<file path="src/rtl/irq_ctrl_pkg.sv">
package irq_ctrl_pkg;

	// Source count and field widths.
	localparam int NUM_SRC = 86;
	localparam int VNUM_W  = 7;
	localparam int PRIO_W  = 2;
	localparam int LEVEL_W = 2;
	localparam int ADDR_W  = 21;
	localparam int FVL_W   = 16;
	localparam int FVH_W   = ADDR_W - FVL_W;
	localparam int VBASE_W = ADDR_W - VNUM_W;

	// Values after reset, and the last source number.
	localparam logic [PRIO_W-1:0]  PRIO_DISABLED = 2'h0;
	localparam logic [ADDR_W-1:0]  INIT_ADDR     = 21'h000000;
	localparam logic [VNUM_W-1:0]  VNUM_RESET    = 7'h00;
	localparam logic [VNUM_W-1:0]  LAST_SRC      = 7'h55;

	// Current level codes; a code's value is also the least admitted level.
	localparam logic [1:0] CODE_NONE = 2'h0;
	localparam logic [1:0] CODE_L0   = 2'h1;
	localparam logic [1:0] CODE_L1   = 2'h2;
	localparam logic [1:0] CODE_L23  = 2'h3;

	// The level that a fast interrupt must have.
	localparam logic [LEVEL_W-1:0] FAST_LEVEL = 2'h2;

	// Power modes reported by the system integration unit.
	typedef enum logic [1:0]
	{
		MODE_RUN  = 2'b00,
		MODE_WAIT = 2'b01,
		MODE_STOP = 2'b10
	} power_mode_t;

	// One fast interrupt slot: match number and full handler address.
	typedef struct packed
	{
		logic [VNUM_W-1:0] match;
		logic [FVH_W-1:0]  high;
		logic [FVL_W-1:0]  low;
	} fast_cfg_t;

	// The request presented to the core.
	typedef struct packed
	{
		logic               valid;
		logic               fast;
		logic [LEVEL_W-1:0] level;
		logic [VNUM_W-1:0]  num;
		logic [ADDR_W-1:0]  addr;
	} core_req_t;

	// Priority field write from software.
	typedef struct packed
	{
		logic              en;
		logic [VNUM_W-1:0] index;
		logic [PRIO_W-1:0] field;
	} prio_wr_t;

endpackage

</file>
<file path="src/rtl/priority_level_regs.sv">
`timescale 1ns/100ps

// Holds the two-bit priority field of every source. All fields are flops
// because the arbiter must see them all at once; a single-field read port
// is registered for software readback.
module priority_level_regs
	import irq_ctrl_pkg::*;
#(
	parameter logic [NUM_SRC-1:0]        FIXED_MASK   = '0,
	parameter logic [NUM_SRC*PRIO_W-1:0] FIXED_FIELDS = '0
)
(
	// Clock and reset.
	input  wire logic                        ref_clk,
	input  wire logic                        nrst,
	// Write and readback.
	input  wire irq_ctrl_pkg::prio_wr_t      wr,
	input  wire logic [VNUM_W-1:0]           rd_index,
	output logic      [PRIO_W-1:0]           rd_field,
	// All fields in parallel.
	output logic      [NUM_SRC*PRIO_W-1:0]   fields
);
	import irq_ctrl_pkg::*;

	genvar g;

	// Each field resets disabled; fixed sources ignore writes.
	generate
		for (g = 0; g < NUM_SRC; g++)
		begin : g_field
			always_ff @(posedge ref_clk or negedge nrst)
			begin
				if (!nrst)
					fields[g*PRIO_W +: PRIO_W] <= PRIO_DISABLED;
				else if (FIXED_MASK[g])
					fields[g*PRIO_W +: PRIO_W] <=
						FIXED_FIELDS[g*PRIO_W +: PRIO_W];
				else if (wr.en && wr.index == VNUM_W'(g))
					fields[g*PRIO_W +: PRIO_W] <= wr.field;
			end
		end
	endgenerate

	// Readback; an index past the last source reads as zero.
	always_ff @(posedge ref_clk or negedge nrst)
	begin
		if (!nrst)
			rd_field <= PRIO_DISABLED;
		else if (rd_index > LAST_SRC)
			rd_field <= PRIO_DISABLED;
		else
			rd_field <= fields[rd_index*PRIO_W +: PRIO_W];
	end

endmodule

</file>
<file path="src/rtl/interrupt_arbiter.sv">
`timescale 1ns/100ps

// Behaviour
// - Every source gets a programmable priority level; FIXED_MASK sources hold FIXED_FIELDS instead.
// - Lowest source number wins within a level.
// - Request core and supply service address.
// - Normal vector is base joined with number.
// - Current level encoded in two bits.
// - Fast only on match and level two.
// - Fast vector comes from low/high registers.
// - Fast recognition done before the core.
// - In Wait/Stop signal pending request for wake.
// - Only requests enabled before sleep wake.
// - External inputs level sensitive in Wait/Stop.
// - Stop wake only from CAN or external inputs.
// - Initial address driven after reset.
// - Functional mode after reset.
// - Priority field two bits, resets disabled.
module interrupt_arbiter
	import irq_ctrl_pkg::*;
#(
	parameter logic [NUM_SRC-1:0]        LOW_RANGE    = '0,
	parameter logic [NUM_SRC-1:0]        FIXED_MASK   = '0,
	parameter logic [NUM_SRC*PRIO_W-1:0] FIXED_FIELDS = '0,
	parameter logic [NUM_SRC-1:0]        CAN_MASK     = '0,
	parameter logic [VNUM_W-1:0]         EXT_A_SRC    = 7'h02,
	parameter logic [VNUM_W-1:0]         EXT_B_SRC    = 7'h03
)
(
	// Clock and reset.
	input  wire logic                         ref_clk,
	input  wire logic                         nrst,
	// Interrupt sources, active high, and the two external pins.
	input  wire logic [NUM_SRC-1:0]           irq_src,
	input  wire logic                         ext_irq_a_n,
	input  wire logic                         ext_irq_b_n,
	input  wire logic                         ext_a_edge,
	input  wire logic                         ext_b_edge,
	// Software configuration.
	input  wire irq_ctrl_pkg::prio_wr_t       prio_wr,
	input  wire logic [VNUM_W-1:0]            prio_rd_index,
	input  wire logic [VBASE_W-1:0]           vector_base,
	input  wire irq_ctrl_pkg::fast_cfg_t      fast_cfg_0,
	input  wire irq_ctrl_pkg::fast_cfg_t      fast_cfg_1,
	// Core side.
	input  wire logic [1:0]                   core_status_mask,
	input  wire logic                         irq_ack,
	input  wire logic                         irq_done,
	output irq_ctrl_pkg::core_req_t           core_req,
	output logic [1:0]                        current_level_code,
	output logic                              init_addr_valid,
	output logic [PRIO_W-1:0]                 prio_rd_field,
	// System integration unit side.
	input  wire irq_ctrl_pkg::power_mode_t    power_mode,
	output logic                              wake_req,
	output logic                              functional_mode
);
	import irq_ctrl_pkg::*;

	////////////////////////////////////////////////////////////////////////
	// Helpers.

	// Maps a priority field to a level; the low range shifts 1..3 to 0..2.
	function automatic logic [LEVEL_W-1:0] field_level(
		input logic [PRIO_W-1:0] field,
		input logic              low_range
	);
		logic [LEVEL_W-1:0] lvl;
		lvl = low_range ? LEVEL_W'(field - 2'h1) : field;
		return lvl;
	endfunction

	// Encodes a serviced level as the current level code.
	function automatic logic [1:0] level_code(
		input logic [LEVEL_W-1:0] lvl
	);
		logic [1:0] code;
		case (lvl)
			2'h0:    code = CODE_L0;
			2'h1:    code = CODE_L1;
			default: code = CODE_L23;
		endcase
		return code;
	endfunction

	////////////////////////////////////////////////////////////////////////
	// Priority fields.

	logic [NUM_SRC*PRIO_W-1:0] fields;

	priority_level_regs #(
		.FIXED_MASK   (FIXED_MASK),
		.FIXED_FIELDS (FIXED_FIELDS)
	) u_prio (
		.ref_clk  (ref_clk),
		.nrst     (nrst),
		.wr       (prio_wr),
		.rd_index (prio_rd_index),
		.rd_field (prio_rd_field),
		.fields   (fields)
	);

	////////////////////////////////////////////////////////////////////////
	// External pins and power mode.

	logic       ext_a_prev;
	logic       ext_b_prev;
	logic       ext_a_pend;
	logic       ext_b_pend;
	logic       asleep;
	logic       ack_a;
	logic       ack_b;
	logic [NUM_SRC-1:0] active;

	assign asleep = (power_mode == MODE_WAIT) || (power_mode == MODE_STOP);
	assign ack_a  = irq_ack && core_req.valid && core_req.num == EXT_A_SRC;
	assign ack_b  = irq_ack && core_req.valid && core_req.num == EXT_B_SRC;

	// Previous pin levels for falling-edge detection.
	always_ff @(posedge ref_clk or negedge nrst)
	begin
		if (!nrst)
		begin
			ext_a_prev <= 1'b1;
			ext_b_prev <= 1'b1;
		end
		else
		begin
			ext_a_prev <= ext_irq_a_n;
			ext_b_prev <= ext_irq_b_n;
		end
	end

	// Edge pending flags; a new edge in the acknowledge cycle wins.
	always_ff @(posedge ref_clk or negedge nrst)
	begin
		if (!nrst)
		begin
			ext_a_pend <= 1'b0;
			ext_b_pend <= 1'b0;
		end
		else
		begin
			if (ext_a_prev && !ext_irq_a_n)
				ext_a_pend <= 1'b1;
			else if (ack_a)
				ext_a_pend <= 1'b0;
			if (ext_b_prev && !ext_irq_b_n)
				ext_b_pend <= 1'b1;
			else if (ack_b)
				ext_b_pend <= 1'b0;
		end
	end

	// Active requests; while asleep the pins count by level alone.
	always_comb
	begin
		active = irq_src;
		active[EXT_A_SRC] = (ext_a_edge && !asleep) ? ext_a_pend
			: !ext_irq_a_n;
		active[EXT_B_SRC] = (ext_b_edge && !asleep) ? ext_b_pend
			: !ext_irq_b_n;
	end

	////////////////////////////////////////////////////////////////////////
	// Arbitration.

	logic [3:0]             lvl_any;
	logic [VNUM_W-1:0]      lvl_win [4];
	logic [LEVEL_W-1:0]     best_lvl;
	logic [VNUM_W-1:0]      best_num;
	logic                   best_any;
	logic [1:0]             threshold;
	logic                   admitted;
	logic                   next_fast;
	logic [ADDR_W-1:0]      next_addr;
	logic [NUM_SRC-1:0]     enabled;

	// Scanning downward leaves the lowest number as each level's winner.
	always_comb
	begin
		logic [LEVEL_W-1:0] lvl;
		lvl     = 2'h0;
		lvl_any = 4'h0;
		enabled = '0;
		for (int l = 0; l < 4; l++)
			lvl_win[l] = VNUM_RESET;
		for (int s = NUM_SRC - 1; s >= 0; s--)
		begin
			enabled[s] = fields[s*PRIO_W +: PRIO_W] != PRIO_DISABLED;
			lvl = field_level(fields[s*PRIO_W +: PRIO_W], LOW_RANGE[s]);
			if (active[s] && enabled[s])
			begin
				lvl_any[lvl] = 1'b1;
				lvl_win[lvl] = VNUM_W'(s);
			end
		end
	end

	// The highest occupied level is offered to the core.
	always_comb
	begin
		best_any = 1'b0;
		best_lvl = 2'h0;
		best_num = VNUM_RESET;
		for (int l = 0; l < 4; l++)
		begin
			if (lvl_any[l])
			begin
				best_any = 1'b1;
				best_lvl = LEVEL_W'(l);
				best_num = lvl_win[l];
			end
		end
	end

	// Nesting: the stricter of the core mask and the current level wins,
	// and each code's value equals the least level that it admits.
	assign threshold = (core_status_mask > current_level_code)
		? core_status_mask : current_level_code;
	assign admitted  = best_any && (best_lvl >= threshold);

	// Fast matching on the winner; slot 0 takes precedence on a tie.
	always_comb
	begin
		next_fast = 1'b0;
		next_addr = {vector_base, best_num};
		if (best_lvl == FAST_LEVEL)
		begin
			if (best_num == fast_cfg_0.match)
			begin
				next_fast = 1'b1;
				next_addr = {fast_cfg_0.high, fast_cfg_0.low};
			end
			else if (best_num == fast_cfg_1.match)
			begin
				next_fast = 1'b1;
				next_addr = {fast_cfg_1.high, fast_cfg_1.low};
			end
		end
	end

	////////////////////////////////////////////////////////////////////////
	// Core outputs.

	// The request is registered with its address, so the fast address is
	// already in place when the core vectors; the reset value is the
	// initial address.
	always_ff @(posedge ref_clk or negedge nrst)
	begin
		if (!nrst)
		begin
			core_req.valid <= 1'b0;
			core_req.fast  <= 1'b0;
			core_req.level <= 2'h0;
			core_req.num   <= VNUM_RESET;
			core_req.addr  <= INIT_ADDR;
		end
		else if (admitted)
		begin
			core_req.valid <= 1'b1;
			core_req.fast  <= next_fast;
			core_req.level <= best_lvl;
			core_req.num   <= best_num;
			core_req.addr  <= next_addr;
		end
		else
			core_req.valid <= 1'b0;
	end

	// Marks the cycle after reset in which the initial address is shown.
	always_ff @(posedge ref_clk or negedge nrst)
	begin
		if (!nrst)
			init_addr_valid <= 1'b1;
		else
			init_addr_valid <= 1'b0;
	end

	// One level is held; the core restores outer levels from its own mask,
	// which keeps this small at the cost of no nesting stack here.
	always_ff @(posedge ref_clk or negedge nrst)
	begin
		if (!nrst)
			current_level_code <= CODE_NONE;
		else if (irq_ack && core_req.valid)
			current_level_code <= level_code(core_req.level);
		else if (irq_done)
			current_level_code <= CODE_NONE;
	end

	////////////////////////////////////////////////////////////////////////
	// Wake-up for Wait and Stop.

	logic               asleep_prev;
	logic [NUM_SRC-1:0] enabled_snap;
	logic [NUM_SRC-1:0] stop_ok;
	logic               next_wake;

	// Sources that can run without clocks in Stop.
	always_comb
	begin
		stop_ok = CAN_MASK;
		stop_ok[EXT_A_SRC] = 1'b1;
		stop_ok[EXT_B_SRC] = 1'b1;
	end

	// Enables are frozen on entry, so late enables never wake the core.
	always_ff @(posedge ref_clk or negedge nrst)
	begin
		if (!nrst)
		begin
			asleep_prev  <= 1'b0;
			enabled_snap <= '0;
		end
		else
		begin
			asleep_prev <= asleep;
			if (!asleep)
				enabled_snap <= enabled;
		end
	end

	always_comb
	begin
		case (power_mode)
			MODE_WAIT: next_wake = |(active & enabled_snap);
			MODE_STOP: next_wake = |(active & enabled_snap & stop_ok);
			default:   next_wake = 1'b0;
		endcase
	end

	always_ff @(posedge ref_clk or negedge nrst)
	begin
		if (!nrst)
			wake_req <= 1'b0;
		else
			wake_req <= next_wake && asleep_prev;
	end

	// Functional mode from reset; low while the system sleeps.
	always_ff @(posedge ref_clk or negedge nrst)
	begin
		if (!nrst)
			functional_mode <= 1'b1;
		else
			functional_mode <= !asleep;
	end

endmodule

</file>
<file path="config.mk">
export PLATFORM = sky130hd
export DESIGN_NAME = interrupt_arbiter
export DESIGN_NICKNAME = d
export VERILOG_FILES = /design/src/rtl/irq_ctrl_pkg.sv /design/src/rtl/priority_level_regs.sv /design/src/rtl/interrupt_arbiter.sv
export SDC_FILE = /design/constraint.sdc
export NUM_CORES = 1
export LEC_CHECK = 0
export BUFFER_PORTS_ARGS = -buffer_cell sky130_fd_sc_hd__buf_2
export CORE_MARGIN = 3
export CORE_UTILIZATION = 30
export DETAILED_ROUTE_END_ITERATION = 7
export SLEW_MARGIN = 10
export SYNTH_ARGS = -nofsm -noshare
export SYNTH_HDL_FRONTEND = slang
export SYNTH_SLANG_ARGS = --single-unit
</file>
<file path="constraint.sdc">
create_clock -name ref_clk -period 11.8 [get_ports ref_clk]
set_input_delay 3.54 -clock ref_clk [delete_from_list [all_inputs] [get_ports ref_clk]]
set_output_delay 3.54 -clock ref_clk [all_outputs]
set_load 0.005 [all_outputs]
</file>
==> impl_results.md <==
- Syn Inst Count: 2227
- Core Rows: 94
- Sink Count: 302
- Skew final: 22.5 ps
- Yosys warns: 0
- Final hold vios: 0
- I/O pin cnt: 224
- Initial antenna violation count: 6
- # hold bufs at CTS: 0
- RSZ-0062 raised after global routing: no
- # DRC: 0
- Worst setup EP type: flip-flop
- Gr usage total: 28.0%
- Reg clk slew, reported paths: 60 ps
- Finished Layout Cells: 3323
- Place WS: 1750 ps
- Post-Synth Simple-Gate Area: 28.8%
- RePlAce Congestion: 1.00
- Mux contribution to synthesized area: 15.6%
- TritonCTS clock tree: done
- Chip height: 267 um
- Most frequent cells in the layout: dfrtp_1, nor2_1, buf_2
- Post_cts resized: 0
- Yosys cell types: 82
- Total power draw: 4.04 mW
- Final setup viols: 0
- Global route overflow: 0
- Commonest non-fill, non-tap cell in the layout: dfrtp_1
- Share of cells above drive strength 1: 22.6%
- Ys async rst share: 100%
- DR WL/cell: 30.7 um
- Sum Neg Setup Slack: 0 ps
- Syn Area/Cell: 9.14 sq um
- Area delta synth->final: 17.4%
- Die area: 71000 sq um
- Setup Fix Bufs, Post-CTS: 0
- CTS Buf Count: 39
- Cell Area, Placed: 22400 sq um
- Max Freq: 105 MHz
- Post-DRT Antenna Nets: 0
- Cell Count Post-Placement: 3247
- Final core utilization: 36.0%
- Total of max-cap violations: 0
- Setup ws final: 2320 ps
- Largest family of logic cells by synthesized area: simple AND/OR/NAND/NOR gates
- Fill cells: 6846
- Post-synth EDFFs: 0
- Post-synthesis register bit count: 302
- Post-synthesis compound-gate area fraction: 15.5%
- Period minus WS final: 9480 ps
- XOR/XNOR Fraction of Synth Area: 0.430%
- Adder-Cell Fraction of Synth Area: 0.430%
- Ys flop type: dfrtp_1
- Peak VDD IR: 0.111 mV
- Slew @ Worst Pin: 1250 ps
- Netlist Area Pre-Place: 20400 sq um
- Sequential area share after synthesis: 37.1%
- Largest net degree at the start of global routing: 95
- Crit Path Max Fanout: 86
- Clk buf depth: 3
- Global-route wire length before repair: 143 mm
- Register area: 7560 sq um
- Final instance area: 23900 sq um
- Clock latency on the worst-skew pair: 590 ps
- CTS root buf: clkbuf_16
- Initial core utilization: 30.6%
- I/O Buffers: 221
- Die X: 267 um
- Syn Nets: 2419
- CP required: 12200 ps
- Vias per cell: 6.06
- Worst Setup Start Kind: primary input
- Leakage: 11.0 nW
- Iter 0 DRT Violations: 2155
- Wirelength, routed: 102 mm
- Final #Nets: 2616
- Status: completed
- Drt first pass iters: 6
- Max H-tree Level: 2
- Crit path DAT: 9880 ps
- Hold slack: 486 ps
- Final Max Slew Viols: 0
- Final HPWL DP: 80.6 mm
- Routed vias: 20132
- Power Density: 169 nW/um^2
- Slew headroom: 16.0%
- Class of the worst hold path: reg -> reg
- WS Path Type: in -> reg
- Area of the multi-input gates: 12400 sq um
- Vias in the first global route: 19725
- Period utilization: 80.3%
- Placeable Area: 66500 sq um
## Yosys cell counts, types with 11 or more instances
library cell    n  area share (%)
a211oi_1       29             1.1
a21oi_1       126             3.1
a22oi_1        43             1.6
a31oi_1        14            0.43
and2_1         13            0.40
and3_1         31            0.95
and3b_1        71             3.1
clkbuf_1       70             1.3
dfrtp_1       298              37
inv_1          25            0.46
mux2_2        173             9.6
mux2i_1        55             2.7
mux4_2         30             3.3
nand2_1       180             3.3
nand2b_1       37             1.1
nand3_1       122             3.0
nand3b_1      123             4.5
nand4_1        61             1.9
nor2_1        296             5.5
nor2b_1        13            0.40
nor3_1         27            0.66
nor3b_1        16            0.59
nor4_1         27            0.83
o211ai_1       26            0.96
o21ai_0        61             1.5
o221ai_1       16            0.69
o22ai_1        19            0.58
o311ai_1       11            0.47
or4_1          14            0.52
## final timing paths
kind                                     from           endpoint  slack (ps)  depth (start not counted)
max                             power_mode[0]       core_req[13]        2320                         15
min                                ext_b_pend         ext_b_pend         490                          2
max reg2reg                u_prio.fields[154]       core_req[13]        5560                         12
min reg2reg                        ext_b_pend         ext_b_pend         490                          2
max in group asynchronous                nrst   enabled_snap[53]        6970                          3
min in group asynchronous                nrst  u_prio.fields[34]        2890                          1
## per-layer routing
layer / part of all wire [%] / vias to the layer above / routed length [um] / track usage [%]
met3: 8.2 / 176 / 8370 / 5.72
met1: 42 / 10103 / 42400 / 36.5
met5: 0.030 / - / 31 / 0
met4: 5.1 / 4 / 5250 / 12.9
li1: - / 8881 / - / -
met2: 45 / 968 / 45900 / 44.8
## area by class of cell
cell class / count / area share (%)
Tap cell: 864 / 4.52
Timing Repair Buffer: 240 / 5.28
Sequential cell: 302 / 31.7
Clock buffer: 50 / 4.60
Multi-Input combinational cell: 1815 / 51.9
Clock inverter: 22 / 1.57
Antenna cell: 4 / 0.0419
Inverter: 26 / 0.408
## flip-flops by register name (all words and copies together), names as in the netlist, 2 cells and up
signal,cells
core_req,32
current_level_code,2
enabled_snap,86
u_prio.fields,172
u_prio.rd_field,2
## cells by family after synthesis
| group | Yosys count |
|---|---|
| xor gates and xnor gates | 10 |
| adders and majority gates | 7 |
| and+or+nand+nor | 1078 |
| AOI/OAI and AO/OA | 461 |
| muxes | 258 |
| other | 1 |
| DFF | 302 |
| buffers and inverters | 110 |
## power breakdown
group	switching (mW)	internal (mW)	total [mW]
registers	0.170	1.19	1.36
clock network	0.518	0.861	1.38
logic	0.816	0.485	1.30
## worst max-delay path: stages
cell      delay (ps)
buf_2             90
inv_1             60
ha_4             490
a21boi_0         630
nor3_1           260
nor4_1           780
nand3_1          300
or4b_1           780
nand2b_1         270
or3_1            430
and3_1           270
xnor2_1          160
or4_1            690
and2_1           870
a22oi_1          220
No activity file was read; power rests on OpenSTA's default activity.
